## src/hdl/qctg_pkg.sv

```systemverilog
// constants and types shared by the quarter-cycle timing generator
package qctg_pkg;
  // quarter-cycle phase codes, one clock per quarter
  typedef enum logic [1:0] {
    QCTG_Q1 = 2'b00,                       // first quarter, instruction latch open
    QCTG_Q2 = 2'b01,                       // second quarter, end of input phase
    QCTG_Q3 = 2'b10,                       // third quarter, address latch open
    QCTG_Q4 = 2'b11                        // fourth quarter, master clock high
  } qctg_quarter_t;

  // bus widths
  localparam int unsigned INSTR_W = 16;    // instruction word
  localparam int unsigned ADDR_W  = 13;    // program address
  localparam int unsigned IO_W    = 8;     // i/o bus

  // instruction fields
  localparam int unsigned OPC_MSB      = 15;  // opcode field top bit
  localparam int unsigned OPC_LSB      = 13;  // opcode field bottom bit
  localparam int unsigned SRC_BANK_BIT = 12;  // source bank: 1 = right bank
  localparam int unsigned DST_IO_BIT   = 4;   // destination is the i/o bus
  localparam int unsigned DST_BANK_BIT = 3;   // destination bank: 1 = right bank
  localparam int unsigned DST_MSB      = 4;   // destination field top bit
  localparam int unsigned BIT_SEL_MSB  = 7;   // tested bit index top
  localparam int unsigned BIT_SEL_LSB  = 5;   // tested bit index bottom

  // opcodes and destination codes
  localparam logic [2:0] OPC_TEST_BRANCH = 3'h5;  // test_bit_branch
  localparam logic [2:0] OPC_JUMP        = 3'h7;  // absolute jump
  localparam logic [4:0] DST_SELECT      = 5'h07; // destination that raises select strobe

  // address steps
  localparam logic [ADDR_W-1:0] ADDR_STEP = 13'h0001; // sequential step
  localparam logic [ADDR_W-1:0] ADDR_SKIP = 13'h0005; // taken bit-test offset
  localparam logic [ADDR_W-1:0] ADDR_RST  = 13'h0000; // address after reset
endpackage : qctg_pkg

```

## src/hdl/qctg_timing_gen.sv

```systemverilog
// quarter-cycle timing generator: phases, master clock, latches, address, bank enables
`timescale 1ns/1ps

module qctg_timing_gen (
  input  wire logic                         clk,                   // oscillator clock, 4 ns
  input  wire logic                         rst_b,                 // synchronous reset, low
  input  wire logic                         clk_en,                // freezes all state when low
  input  wire logic [qctg_pkg::INSTR_W-1:0] instr_in,              // instruction pins
  input  wire logic                         halt_n,                // halt pin, low halts
  input  wire logic [qctg_pkg::IO_W-1:0]    io_in,                 // i/o bus input level
  output logic      [qctg_pkg::IO_W-1:0]    io_out,                // i/o bus drive value
  output logic                              io_oe,                 // i/o bus drive enable
  output logic      [qctg_pkg::ADDR_W-1:0]  program_address_out,   // program address
  output logic                              master_clk,            // master clock output
  output logic                              select_command_strobe, // select command
  output logic                              write_command_strobe,  // write command
  output logic                              left_bank_enable_n,    // left bank, low active
  output logic                              right_bank_enable_n,   // right bank, low active
  output logic      [3:0]                   quarter_onehot         // phase strobes q1..q4
);

  // quarter counter and its successor
  qctg_pkg::qctg_quarter_t quarter_q;      // current quarter
  qctg_pkg::qctg_quarter_t quarter_d;      // next quarter

  // two-flop synchronisers for pin inputs
  logic [qctg_pkg::INSTR_W-1:0] instr_s1_q;  // first stage, read only by second
  logic [qctg_pkg::INSTR_W-1:0] instr_s2_q;  // synchronised instruction
  logic [qctg_pkg::IO_W-1:0]    io_s1_q;     // first stage
  logic [qctg_pkg::IO_W-1:0]    io_s2_q;     // synchronised i/o input
  logic                         halt_s1_q;   // first stage
  logic                         halt_s2_q;   // synchronised halt

  // internal latches
  logic [qctg_pkg::INSTR_W-1:0] instr_lat_q; // instruction latch
  logic [qctg_pkg::IO_W-1:0]    io_lat_q;    // i/o bus input latch
  logic [qctg_pkg::IO_W-1:0]    alu_lat_q;   // alu input latch
  logic                         halt_cyc_q;  // current cycle is a halt cycle
  logic                         halt_cyc_d;  // halt cycle for next state

  // decode wires
  logic                         in_q1;       // first quarter
  logic                         in_q2;       // second quarter
  logic                         in_q3;       // third quarter
  logic                         in_q4;       // fourth quarter
  logic [3:0]                   onehot_now;  // phase strobes now
  logic                         in_input;    // input phase as seen past the synchroniser
  logic [2:0]                   opcode;      // latched opcode
  logic                         is_jump;     // jump instruction
  logic                         is_test;     // bit-test branch
  logic                         tested_bit;  // bit picked from synchronised i/o input
  logic                         skip_taken;  // bit-test skips ahead
  logic [qctg_pkg::ADDR_W-1:0]  next_addr;   // computed next address
  logic                         sel_req;     // instruction wants select strobe
  logic                         wr_req;      // instruction wants write strobe
  logic                         bank_out_req;// output phase needs a bank change

  // next-value wires for the registered outputs
  logic                         mclk_d;      // master clock next
  logic                         oe_d;        // driver enable next
  logic                         sc_d;        // select strobe next
  logic                         wc_d;        // write strobe next
  logic [3:0]                   onehot_d;    // phase strobes next
  logic                         bank_right_d;// right bank chosen next
  logic                         bank_right_q;// right bank chosen now

  // quarter decode, used for both present and next phase
  function automatic logic [3:0] qctg_decode(input qctg_pkg::qctg_quarter_t q);
    qctg_decode = 4'h0;
    unique case (q)
      qctg_pkg::QCTG_Q1: qctg_decode = 4'h1;
      qctg_pkg::QCTG_Q2: qctg_decode = 4'h2;
      qctg_pkg::QCTG_Q3: qctg_decode = 4'h4;
      qctg_pkg::QCTG_Q4: qctg_decode = 4'h8;
    endcase
  endfunction : qctg_decode

  // counter wraps q4 -> q1 on its own
  assign quarter_d = qctg_pkg::qctg_quarter_t'(quarter_q + 2'h1);
  assign onehot_now = qctg_decode(quarter_q);
  assign in_q1     = onehot_now[0];
  assign in_q2     = onehot_now[1];
  assign in_q3     = onehot_now[2];
  assign in_q4     = onehot_now[3];
  // bus pins land two clocks late, so q3/q4 hold the input-phase levels
  assign in_input  = in_q3 | in_q4;
  assign onehot_d  = qctg_decode(quarter_d);

  // instruction decode from the latched word
  assign opcode     = instr_lat_q[qctg_pkg::OPC_MSB:qctg_pkg::OPC_LSB];
  assign is_jump    = (opcode == qctg_pkg::OPC_JUMP);
  assign is_test    = (opcode == qctg_pkg::OPC_TEST_BRANCH);
  // io_s2_q in q3 carries the bus as it stood in q1, before our drivers turn on;
  // the latched copy would arrive one clock too late for the q3 address update
  assign tested_bit = io_s2_q[instr_lat_q[qctg_pkg::BIT_SEL_MSB:qctg_pkg::BIT_SEL_LSB]];
  // skip only when the source is the right bank
  assign skip_taken = is_test & instr_lat_q[qctg_pkg::SRC_BANK_BIT] & tested_bit;

  // next address waits on latched instruction and the input-phase bus level
  assign next_addr = is_jump    ? instr_lat_q[qctg_pkg::ADDR_W-1:0] :
                     skip_taken ? program_address_out + qctg_pkg::ADDR_SKIP :
                                  program_address_out + qctg_pkg::ADDR_STEP;

  // strobe requests are exclusive by construction
  assign sel_req = (instr_lat_q[qctg_pkg::DST_MSB:0] == qctg_pkg::DST_SELECT);
  assign wr_req  = instr_lat_q[qctg_pkg::DST_IO_BIT] & ~sel_req;
  assign bank_out_req = instr_lat_q[qctg_pkg::DST_IO_BIT];

  // master clock rises entering q4 and falls leaving it
  assign mclk_d = onehot_d[3];
  // drivers only in q3/q4 of a non-halt cycle
  assign oe_d = (onehot_d[2] | onehot_d[3]) & ~halt_cyc_d;
  // strobes only move entering q1 (drop) or q3 (raise)
  assign sc_d = onehot_d[2] ? (sel_req & ~halt_cyc_d) :
                onehot_d[0] ? 1'b0 : select_command_strobe;
  assign wc_d = onehot_d[2] ? (wr_req & ~halt_cyc_d) :
                onehot_d[0] ? 1'b0 : write_command_strobe;

  // halt is sampled at the close of q1 and rules the rest of the cycle
  assign halt_cyc_d = in_q1 ? ~halt_s2_q : halt_cyc_q;

  // bank: follow instruction pins in input phase, change at q3 only if asked
  assign bank_right_d = (onehot_d[0] | onehot_d[1]) ?
                          instr_s2_q[qctg_pkg::SRC_BANK_BIT] :
                        (onehot_d[2] & bank_out_req & ~halt_cyc_d) ?
                          instr_lat_q[qctg_pkg::DST_BANK_BIT] :
                          bank_right_q;

  // pin synchronisers; pins never feed logic directly
  always_ff @(posedge clk) begin
    if (clk_en) begin
      instr_s1_q <= instr_in;
      instr_s2_q <= instr_s1_q;
      io_s1_q    <= io_in;
      io_s2_q    <= io_s1_q;
      halt_s1_q  <= halt_n;
      halt_s2_q  <= halt_s1_q;
    end
  end

  // free-running quarter counter
  always_ff @(posedge clk) begin
    if (!rst_b) begin
      quarter_q <= qctg_pkg::QCTG_Q1;
    end else if (clk_en) begin
      quarter_q <= quarter_d;
    end
  end

  // instruction latch: transparent in q1, holds from its trailing edge
  always_ff @(posedge clk) begin
    if (!rst_b) begin
      instr_lat_q <= '0;
    end else if (clk_en && in_q1) begin
      instr_lat_q <= instr_s2_q;
    end
  end

  // i/o and alu input latches: open for the two clocks carrying the input phase
  always_ff @(posedge clk) begin
    if (!rst_b) begin
      io_lat_q  <= '0;
      alu_lat_q <= '0;
    end else if (clk_en && in_input) begin
      io_lat_q  <= io_s2_q;
      alu_lat_q <= io_s2_q;
    end
  end

  // halt flag for the current cycle
  always_ff @(posedge clk) begin
    if (!rst_b) begin
      halt_cyc_q <= 1'b0;
    end else if (clk_en) begin
      halt_cyc_q <= halt_cyc_d;
    end
  end

  // address latch closes at the end of q3; held through q4, q1, q2
  // a halt cycle keeps the address so the same word is refetched
  always_ff @(posedge clk) begin
    if (!rst_b) begin
      program_address_out <= qctg_pkg::ADDR_RST;
    end else if (clk_en && in_q3 && !halt_cyc_q) begin
      program_address_out <= next_addr;
    end
  end

  // registered phase-driven outputs; reset holds the master clock low
  always_ff @(posedge clk) begin
    if (!rst_b) begin
      master_clk            <= 1'b0;
      io_oe                 <= 1'b0;
      select_command_strobe <= 1'b0;
      write_command_strobe  <= 1'b0;
      quarter_onehot        <= 4'h1;
    end else if (clk_en) begin
      master_clk            <= mclk_d;
      io_oe                 <= oe_d;
      select_command_strobe <= sc_d;
      write_command_strobe  <= wc_d;
      quarter_onehot        <= onehot_d;
    end
  end

  // output data: latched immediate, loaded as drivers turn on
  always_ff @(posedge clk) begin
    if (!rst_b) begin
      io_out <= '0;
    end else if (clk_en && in_q2) begin
      io_out <= instr_lat_q[qctg_pkg::IO_W-1:0];
    end
  end

  // complementary bank enables from one decision
  always_ff @(posedge clk) begin
    if (!rst_b) begin
      bank_right_q        <= 1'b0;
      left_bank_enable_n  <= 1'b0;
      right_bank_enable_n <= 1'b1;
    end else if (clk_en) begin
      bank_right_q        <= bank_right_d;
      left_bank_enable_n  <= bank_right_d;
      right_bank_enable_n <= ~bank_right_d;
    end
  end

  // latch copies are kept for the alu path, which lies outside this block
  logic unused_q4;                                                      // spare latch sink
  assign unused_q4 = ^alu_lat_q & ^io_lat_q;

endmodule : qctg_timing_gen

```

## config.mk

```make
export PLATFORM = sky130hd
export DESIGN_NAME = qctg_timing_gen
export DESIGN_NICKNAME = d
export VERILOG_FILES = /design/src/hdl/qctg_pkg.sv /design/src/hdl/qctg_timing_gen.sv
export SDC_FILE = /design/constraint.sdc
export NUM_CORES = 1
export LEC_CHECK = 0
export ABC_AREA = 1
export BUFFER_PORTS_ARGS = -buffer_cell sky130_fd_sc_hd__buf_2
export CORE_ASPECT_RATIO = 0.75
export CORE_MARGIN = 4
export CORE_UTILIZATION = 50
export DETAILED_ROUTE_END_ITERATION = 8
export PLACE_DENSITY = 0.77
export SYNTH_ARGS = -nofsm -noshare
export SYNTH_HDL_FRONTEND = slang
export SYNTH_SLANG_ARGS = --single-unit
```

## constraint.sdc

```tcl
create_clock -name clk -period 2 [get_ports clk]
set_input_delay 0.4 -clock clk [delete_from_list [all_inputs] [get_ports clk]]
set_output_delay 0.4 -clock clk [all_outputs]
set_load 0.03 [all_outputs]
```

==> results of run 1 <==
-- layout by cell type (no fill, tap or decap), types with 2 or more instances in the layout --
master / instances
nor2_4: 2
inv_2: 5
nand2_4: 2
nand4_1: 8
nand3_1: 13
a21oi_2: 3
o211ai_1: 3
o21ai_2: 2
buf_2: 58
nand2_2: 6
clkbuf_8: 10
buf_4: 11
a21oi_1: 35
o21ai_0: 34
bufinv_16: 2
nor2_1: 40
ha_1: 8
nand2_1: 54
inv_1: 28
inv_6: 2
o22ai_2: 5
o21ai_1: 4
edfxtp_1: 50
nand3_2: 4
clkinv_1: 2
dfxtp_1: 48
-- where the power goes --
part	switching, mW	internal (mW)	leakage [nW]	total [mW]
Sequential	0.0604	2.28	0.891	2.34
Clock	0.679	0.752	0.117	1.43
Combinational	0.241	0.121	0.859	0.361
-- cells by family after synthesis --
family	synth area share
AO/OA/AOI/OAI	0.124
XOR/XNOR	0.00225
adder cells (fa/ha/maj)	0.0257
buffers and inverters	0.0553
flip-flops	0.638
AND/OR/NAND/NOR	0.155
-- metal layers --
metal / vias to the layer above / global-route usage / wire, µm
met5: - / 0 / 0
met4: 0 / 0.0612 / 98
met3: 9 / 0.0461 / 609
met2: 92 / 0.276 / 3630
met1: 1297 / 0.250 / 3300
li1: 1426 / - / -
-- critical path: stages, from the launching register on --
cell and delay [ns]:
edfxtp_1 0.38, or2_4 0.24, o21ai_2 0.07, o22ai_2 0.08, o21ai_1 0.13, nor2_1 0.06
ha_1 0.34, nand3_2 0.14, nand2_4 0.12, nand3_1 0.07, nand2_1 0.06, nand3_1 0.07
nand2_1 0.07, a21oi_1 0.05
-- sequential cells by signal, indices dropped and copies added, names as in the netlist --
| register | flops |
|---|---|
| halt_s1_q | 1 |
| select_command_strobe | 1 |
| quarter_onehot | 3 |
| left_bank_enable_n | 1 |
| instr_lat_q | 16 |
| io_out | 8 |
| io_s2_q | 8 |
| instr_s1_q | 16 |
| master_clk | 1 |
| io_s1_q | 8 |
| instr_s2_q | 16 |
| halt_s2_q | 1 |
| write_command_strobe | 1 |
| program_address_out | 13 |
| right_bank_enable_n | 1 |
| io_oe | 1 |
| halt_cyc_q | 1 |
| quarter_q | 2 |
-- metrics by stage --
stage                     power [mW]  setup WS, ns   util  setup TNS, ns  std cells
after floorplan                 2.59        0.0888      -              0        377
after global placement          2.71        0.0270  0.576              0        534
after detailed placement        2.74        -0.108  0.576         -0.779        534
after CTS                       4.16       -0.0375  0.613         -0.248        551
after global routing            4.32        -0.121  0.618          -1.07        551
final                           4.13       0.00160  0.618              0        551
-- path summary, 6_finish.rpt --
path	end	slack (ns)	cells past startpoint
worst max-delay path	program_address_out[12]	0.002	13
worst min register to register	instr_s2_q[14]	0.42	0
worst min-delay path	instr_s1_q[10]	0.21	1
worst max register to register	program_address_out[12]	0.002	13
-- timing repair --
item / in CTS / in global routing
resized for setup: 13 / 10
cloned: 1 / 0
setup endpoints to repair: 11 / 11
pin swaps: 6 / 7
endpoints found under the hold margin: 0 / 0
-- area by class of cell --
type | count | area, µm²
inverter | 34 | 128
timing repair buffer | 69 | 373
sequential | 99 | 2480
clock buffer | 10 | 138
clock inverter | 6 | 92.6
tap | 101 | 126
multi-input combinational | 232 | 1270
fill | 593 | 2850
==> flow_summary.json, run 1 <==
{
  "status": "completed",
  "placementRows": 27,
  "synthFlopType": "edfxtp_1",
  "peakVddDrop_uv": 547,
  "hp-start": "instr_in[10]",
  "max_slew_margin": 0.588,
  "end_kind": "register",
  "io_buffers": 58,
  "root_buffer": "clkbuf_8",
  "hold_viol": 0,
  "drv_cap": 0,
  "fin_area_mm2": 0.00461,
  "synth_top_cell_area_share": 0.386,
  "die_w_um": 110,
  "drtIter0Drc": 148,
  "gp_congestion": 0.823,
  "diodes": 0,
  "yosys.area.top_type": "edfxtp_1",
  "wirelength_um": 7640,
  "path_max_fanout": 5,
  "remaining_drc_errors": 0,
  "yosysWarnings": 0,
  "wl_per_cell_um": 13.9,
  "crit_path_start": "io_s2_q[6]",
  "start_util": 0.521,
  "via_per_inst": 5.13,
  "clk_latency_ns": 0.36,
  "r2r_start": "io_s2_q[6]",
  "cts_tree": "yes",
  "htreeDepth": 3,
  "grt_pass1_wl_um": 13100,
  "syn2layout_area_growth_pct": 18.6,
  "synthesis.nets": 413,
  "die_y_um": 84.4,
  "place_hpwl_um": 5370,
  "die-area_mm2": 0.00927,
  "fin_crit_sh": 0.999,
  "p_per_area_mw_per_mm2": 895,
  "grt_pass1_vias": 2692,
  "cts_sinks": 99,
  "period_needed_ns": 2.00,
  "place_area_mm2": 0.00430,
  "worst_pin_slew_ns": 0.617,
  "cts_buffers": 9,
  "fmax_ghz": 0.500,
  "synth_area_leaders": "edfxtp_1, dfxtp_1, nand2_1",
  "crit_required_ns": 2.21,
  "detail_route.first_pass.iterations": 4,
  "layout.nets": 481,
  "rsz0062_at_grt": "yes",
  "drive_gt1_frac": 0.264,
  "cts_hold_buf": 0,
  "io_pins": 59,
  "timing.hold.ws_ns": 0.213,
  "synth.avg_cell_area_um2": 10.3,
  "clk_pin_slew_ns": 0.09,
  "post_cts_buffers": 0,
  "slew_violations": 0,
  "ys_seq_area_frac": 0.638,
  "clock_path_buffers": 2,
  "syn-cell-area_mm2": 0.00389,
  "grt_antenna_before_repair": 0,
  "power_leakage_nw": 1.87,
  "crit_type": "reg2reg",
  "ys_types": 33,
  "synthTopCellsByCount": "nand2_1, edfxtp_1, dfxtp_1",
  "grt_overflow": 0,
  "fp.coreArea_mm2": 0.00747,
  "synth-seq-cells": 99,
  "syn_inst": 377,
  "synth_edf_count": 50,
  "grt_max_degree": 37,
  "final-setup-viol-count": 0,
  "num_vias": 2824,
  "finClkSkew_ns": 0.0144,
  "gr-usage-all-layers": 0.181,
  "async_flop_share": 0,
  "ant_nets": 0,
  "critical_path_arrival_ns": 2.21,
  "cp-start-kind": "register",
  "worstHoldPathType": "in2reg",
  "synth.most_common_cell": "nand2_1"
}
Note: power is estimated with default switching activity, not from simulation.
==> run 2, diff against run 1 <==
--- a/config.mk
+++ b/config.mk
@@ -11,7 +11,7 @@
 export CORE_MARGIN = 4
 export CORE_UTILIZATION = 50
 export DETAILED_ROUTE_END_ITERATION = 8
-export PLACE_DENSITY = 0.77
+export PLACE_DENSITY = 0.83
 export SYNTH_ARGS = -nofsm -noshare
 export SYNTH_HDL_FRONTEND = slang
 export SYNTH_SLANG_ARGS = --single-unit
==> run 2 against run 1 <==
  * Setup slack better by 0.044 ns
  * Sequential share of layout area is 0.10 points higher
  * Critical endpoint is now program_address_out[9]
  * Highest routed layer unchanged
  * First-iteration DRC count is 47% higher
  * Clock skew is 0.0082 ns lower
  * Die area stayed put
  * Maximum frequency is 2.3% higher
  * Global-route usage is 0.27 points lower
  * Non-clock buffer count is 2 lower
  * Register-to-register slack better by 0.04 ns
  * Hold slack worse by 0.0096 ns
==> flow_summary.json, run 2 (synthesis results as in run 1) <==
{
  "status": "completed",
  "crit_type": "reg2reg",
  "cts_buffers": 9,
  "peakVddDrop_uv": 541,
  "fmax_ghz": 0.512,
  "clk_latency_ns": 0.36,
  "nFillCells": 575,
  "remaining_drc_errors": 0,
  "num_vias": 2907,
  "htreeDepth": 3,
  "syn2layout_area_growth_pct": 18.3,
  "p_per_area_mw_per_mm2": 869,
  "place_hpwl_um": 5260,
  "grt_antenna_before_repair": 0,
  "grt_pass1_wl_um": 13000,
  "via_per_inst": 5.30,
  "clk_pin_slew_ns": 0.09,
  "finClkSkew_ns": 0.00620,
  "gr-usage-all-layers": 0.178,
  "hold_viol": 0,
  "end_kind": "register",
  "drtIter0Drc": 218,
  "final-setup-viol-count": 0,
  "grt_overflow": 0,
  "drive_gt1_frac": 0.266,
  "drv_cap": 0,
  "diodes": 0,
  "io_buffers": 58,
  "die_w_um": 110,
  "fin_area_mm2": 0.00460,
  "die-area_mm2": 0.00927,
  "root_buffer": "clkbuf_8",
  "rsz0062_at_grt": "yes",
  "wl_per_cell_um": 14.4,
  "final_common_cell": "buf_2",
  "io_pins": 59,
  "critical_path_arrival_ns": 2.18,
  "ant_nets": 0,
  "die_y_um": 84.4,
  "crit_required_ns": 2.22,
  "cts_tree": "yes",
  "slew_violations": 0,
  "wirelength_um": 7920,
  "clock_path_buffers": 2,
  "cp-start-kind": "register",
  "grt_max_degree": 51,
  "final_cell_mix": "buf_2, nand2_1, edfxtp_1",
  "path_max_fanout": 7,
  "worstHoldPathType": "in2reg",
  "detail_route.first_pass.iterations": 5,
  "start_util": 0.521,
  "max_slew_margin": 0.571,
  "power_leakage_nw": 1.85,
  "place_area_mm2": 0.00428,
  "period_needed_ns": 1.95,
  "worst_pin_slew_ns": 0.644,
  "grt_pass1_vias": 2833,
  "placementRows": 27,
  "timing.hold.ws_ns": 0.204,
  "gp_congestion": 0.847,
  "fin_crit_sh": 0.977,
  "fp.coreArea_mm2": 0.00747,
  "reg_top3": "instr_lat_q x16, instr_s1_q x16, instr_s2_q x16",
  "layout.nets": 479,
  "cts_sinks": 99
}
==> run 2: cell count changes in the layout (fill, tap and decap cells not counted), moves of 2 or more <==
cell,before,now
o21ai_0,34,32
a21oi_1,35,33
nand3_1,13,11
o22ai_1,1,4
buf_4,11,9
a21oi_2,3,5
nand2_1,54,52
o21ai_1,4,6
o22ai_2,5,2
nand3_4,1,3
==> run 2: repair_timing <==
| action | in CTS | in global routing |
|---|---|---|
| pin swaps | 7 | 10 |
| hold endpoints to repair | 0 | 0 |
| hold buffers | 0 | 0 |
| endpoints found under the setup margin | 10 | 10 |
| buffers inserted | 0 | 1 |
| gates resized for setup | 16 | 13 |
| gates cloned | 1 | 0 |
==> run 2: through the flow <==
step           setup WS, ns  std cells   util   TNS, ns  power, mW
4_1_cts             0.00858        548  0.607         0       4.01
5_1_grt              -0.157        549  0.617    -0.802       4.15
3_5_place_dp        -0.0760        531  0.573    -0.469       2.73
2_1_floorplan        0.0888        377      -         0       2.59
6_report             0.0459        549  0.617         0       4.00
3_3_place_gp       -0.00358        531  0.573  -0.00358       2.71
==> run 2: worst paths after layout <==
check | endpoint | slack [ns] | from | cells past startpoint
max | program_address_out[9] | 0.05 | instr_lat_q[5] | 13
min | instr_s1_q[9] | 0.20 | instr_in[9] | 1
max reg2reg | program_address_out[9] | 0.05 | instr_lat_q[5] | 13
min reg2reg | instr_s2_q[15] | 0.43 | instr_s1_q[15] | 0
==> run 2: power breakdown <==
group | switching, mW | total [mW] | leakage [nW] | internal, mW
logic | 0.244 | 0.359 | 0.849 | 0.115
clock network | 0.698 | 1.30 | 0.106 | 0.602
registers | 0.0636 | 2.34 | 0.891 | 2.28
total | 1.01 | 4.00 | 1.85 | 2.99
==> run 2: layout make-up <==
cell class	instances	area, µm²	share of cell area
sequential	99	2480	0.539
multi-input combinational	232	1300	0.283
timing repair buffer	67	358	0.0777
inverter	34	128	0.0277
tap	101	126	0.0275
clock buffer	9	124	0.0269
clock inverter	7	82.6	0.0179
==> run 2: routing by layer <==
metal,share of wire,vias to the layer above,track usage
li1,-,1429,-
met3,0.087,22,0.0584
met5,0,-,0
met4,0.020,0,0.0736
met1,0.42,1324,0.232
met2,0.47,132,0.273
==> run 2: critical path: stages, from the launching register on <==
cell,delay (ns)
dfxtp_1,0.35
buf_4,0.15
o21ai_1,0.14
o22ai_1,0.10
nor2_1,0.11
nor2_1,0.08
ha_4,0.31
nand3_4,0.09
nand2_4,0.12
nand3_2,0.09
nand2_2,0.08
nand3_2,0.07
nand2_2,0.07
a21oi_1,0.05
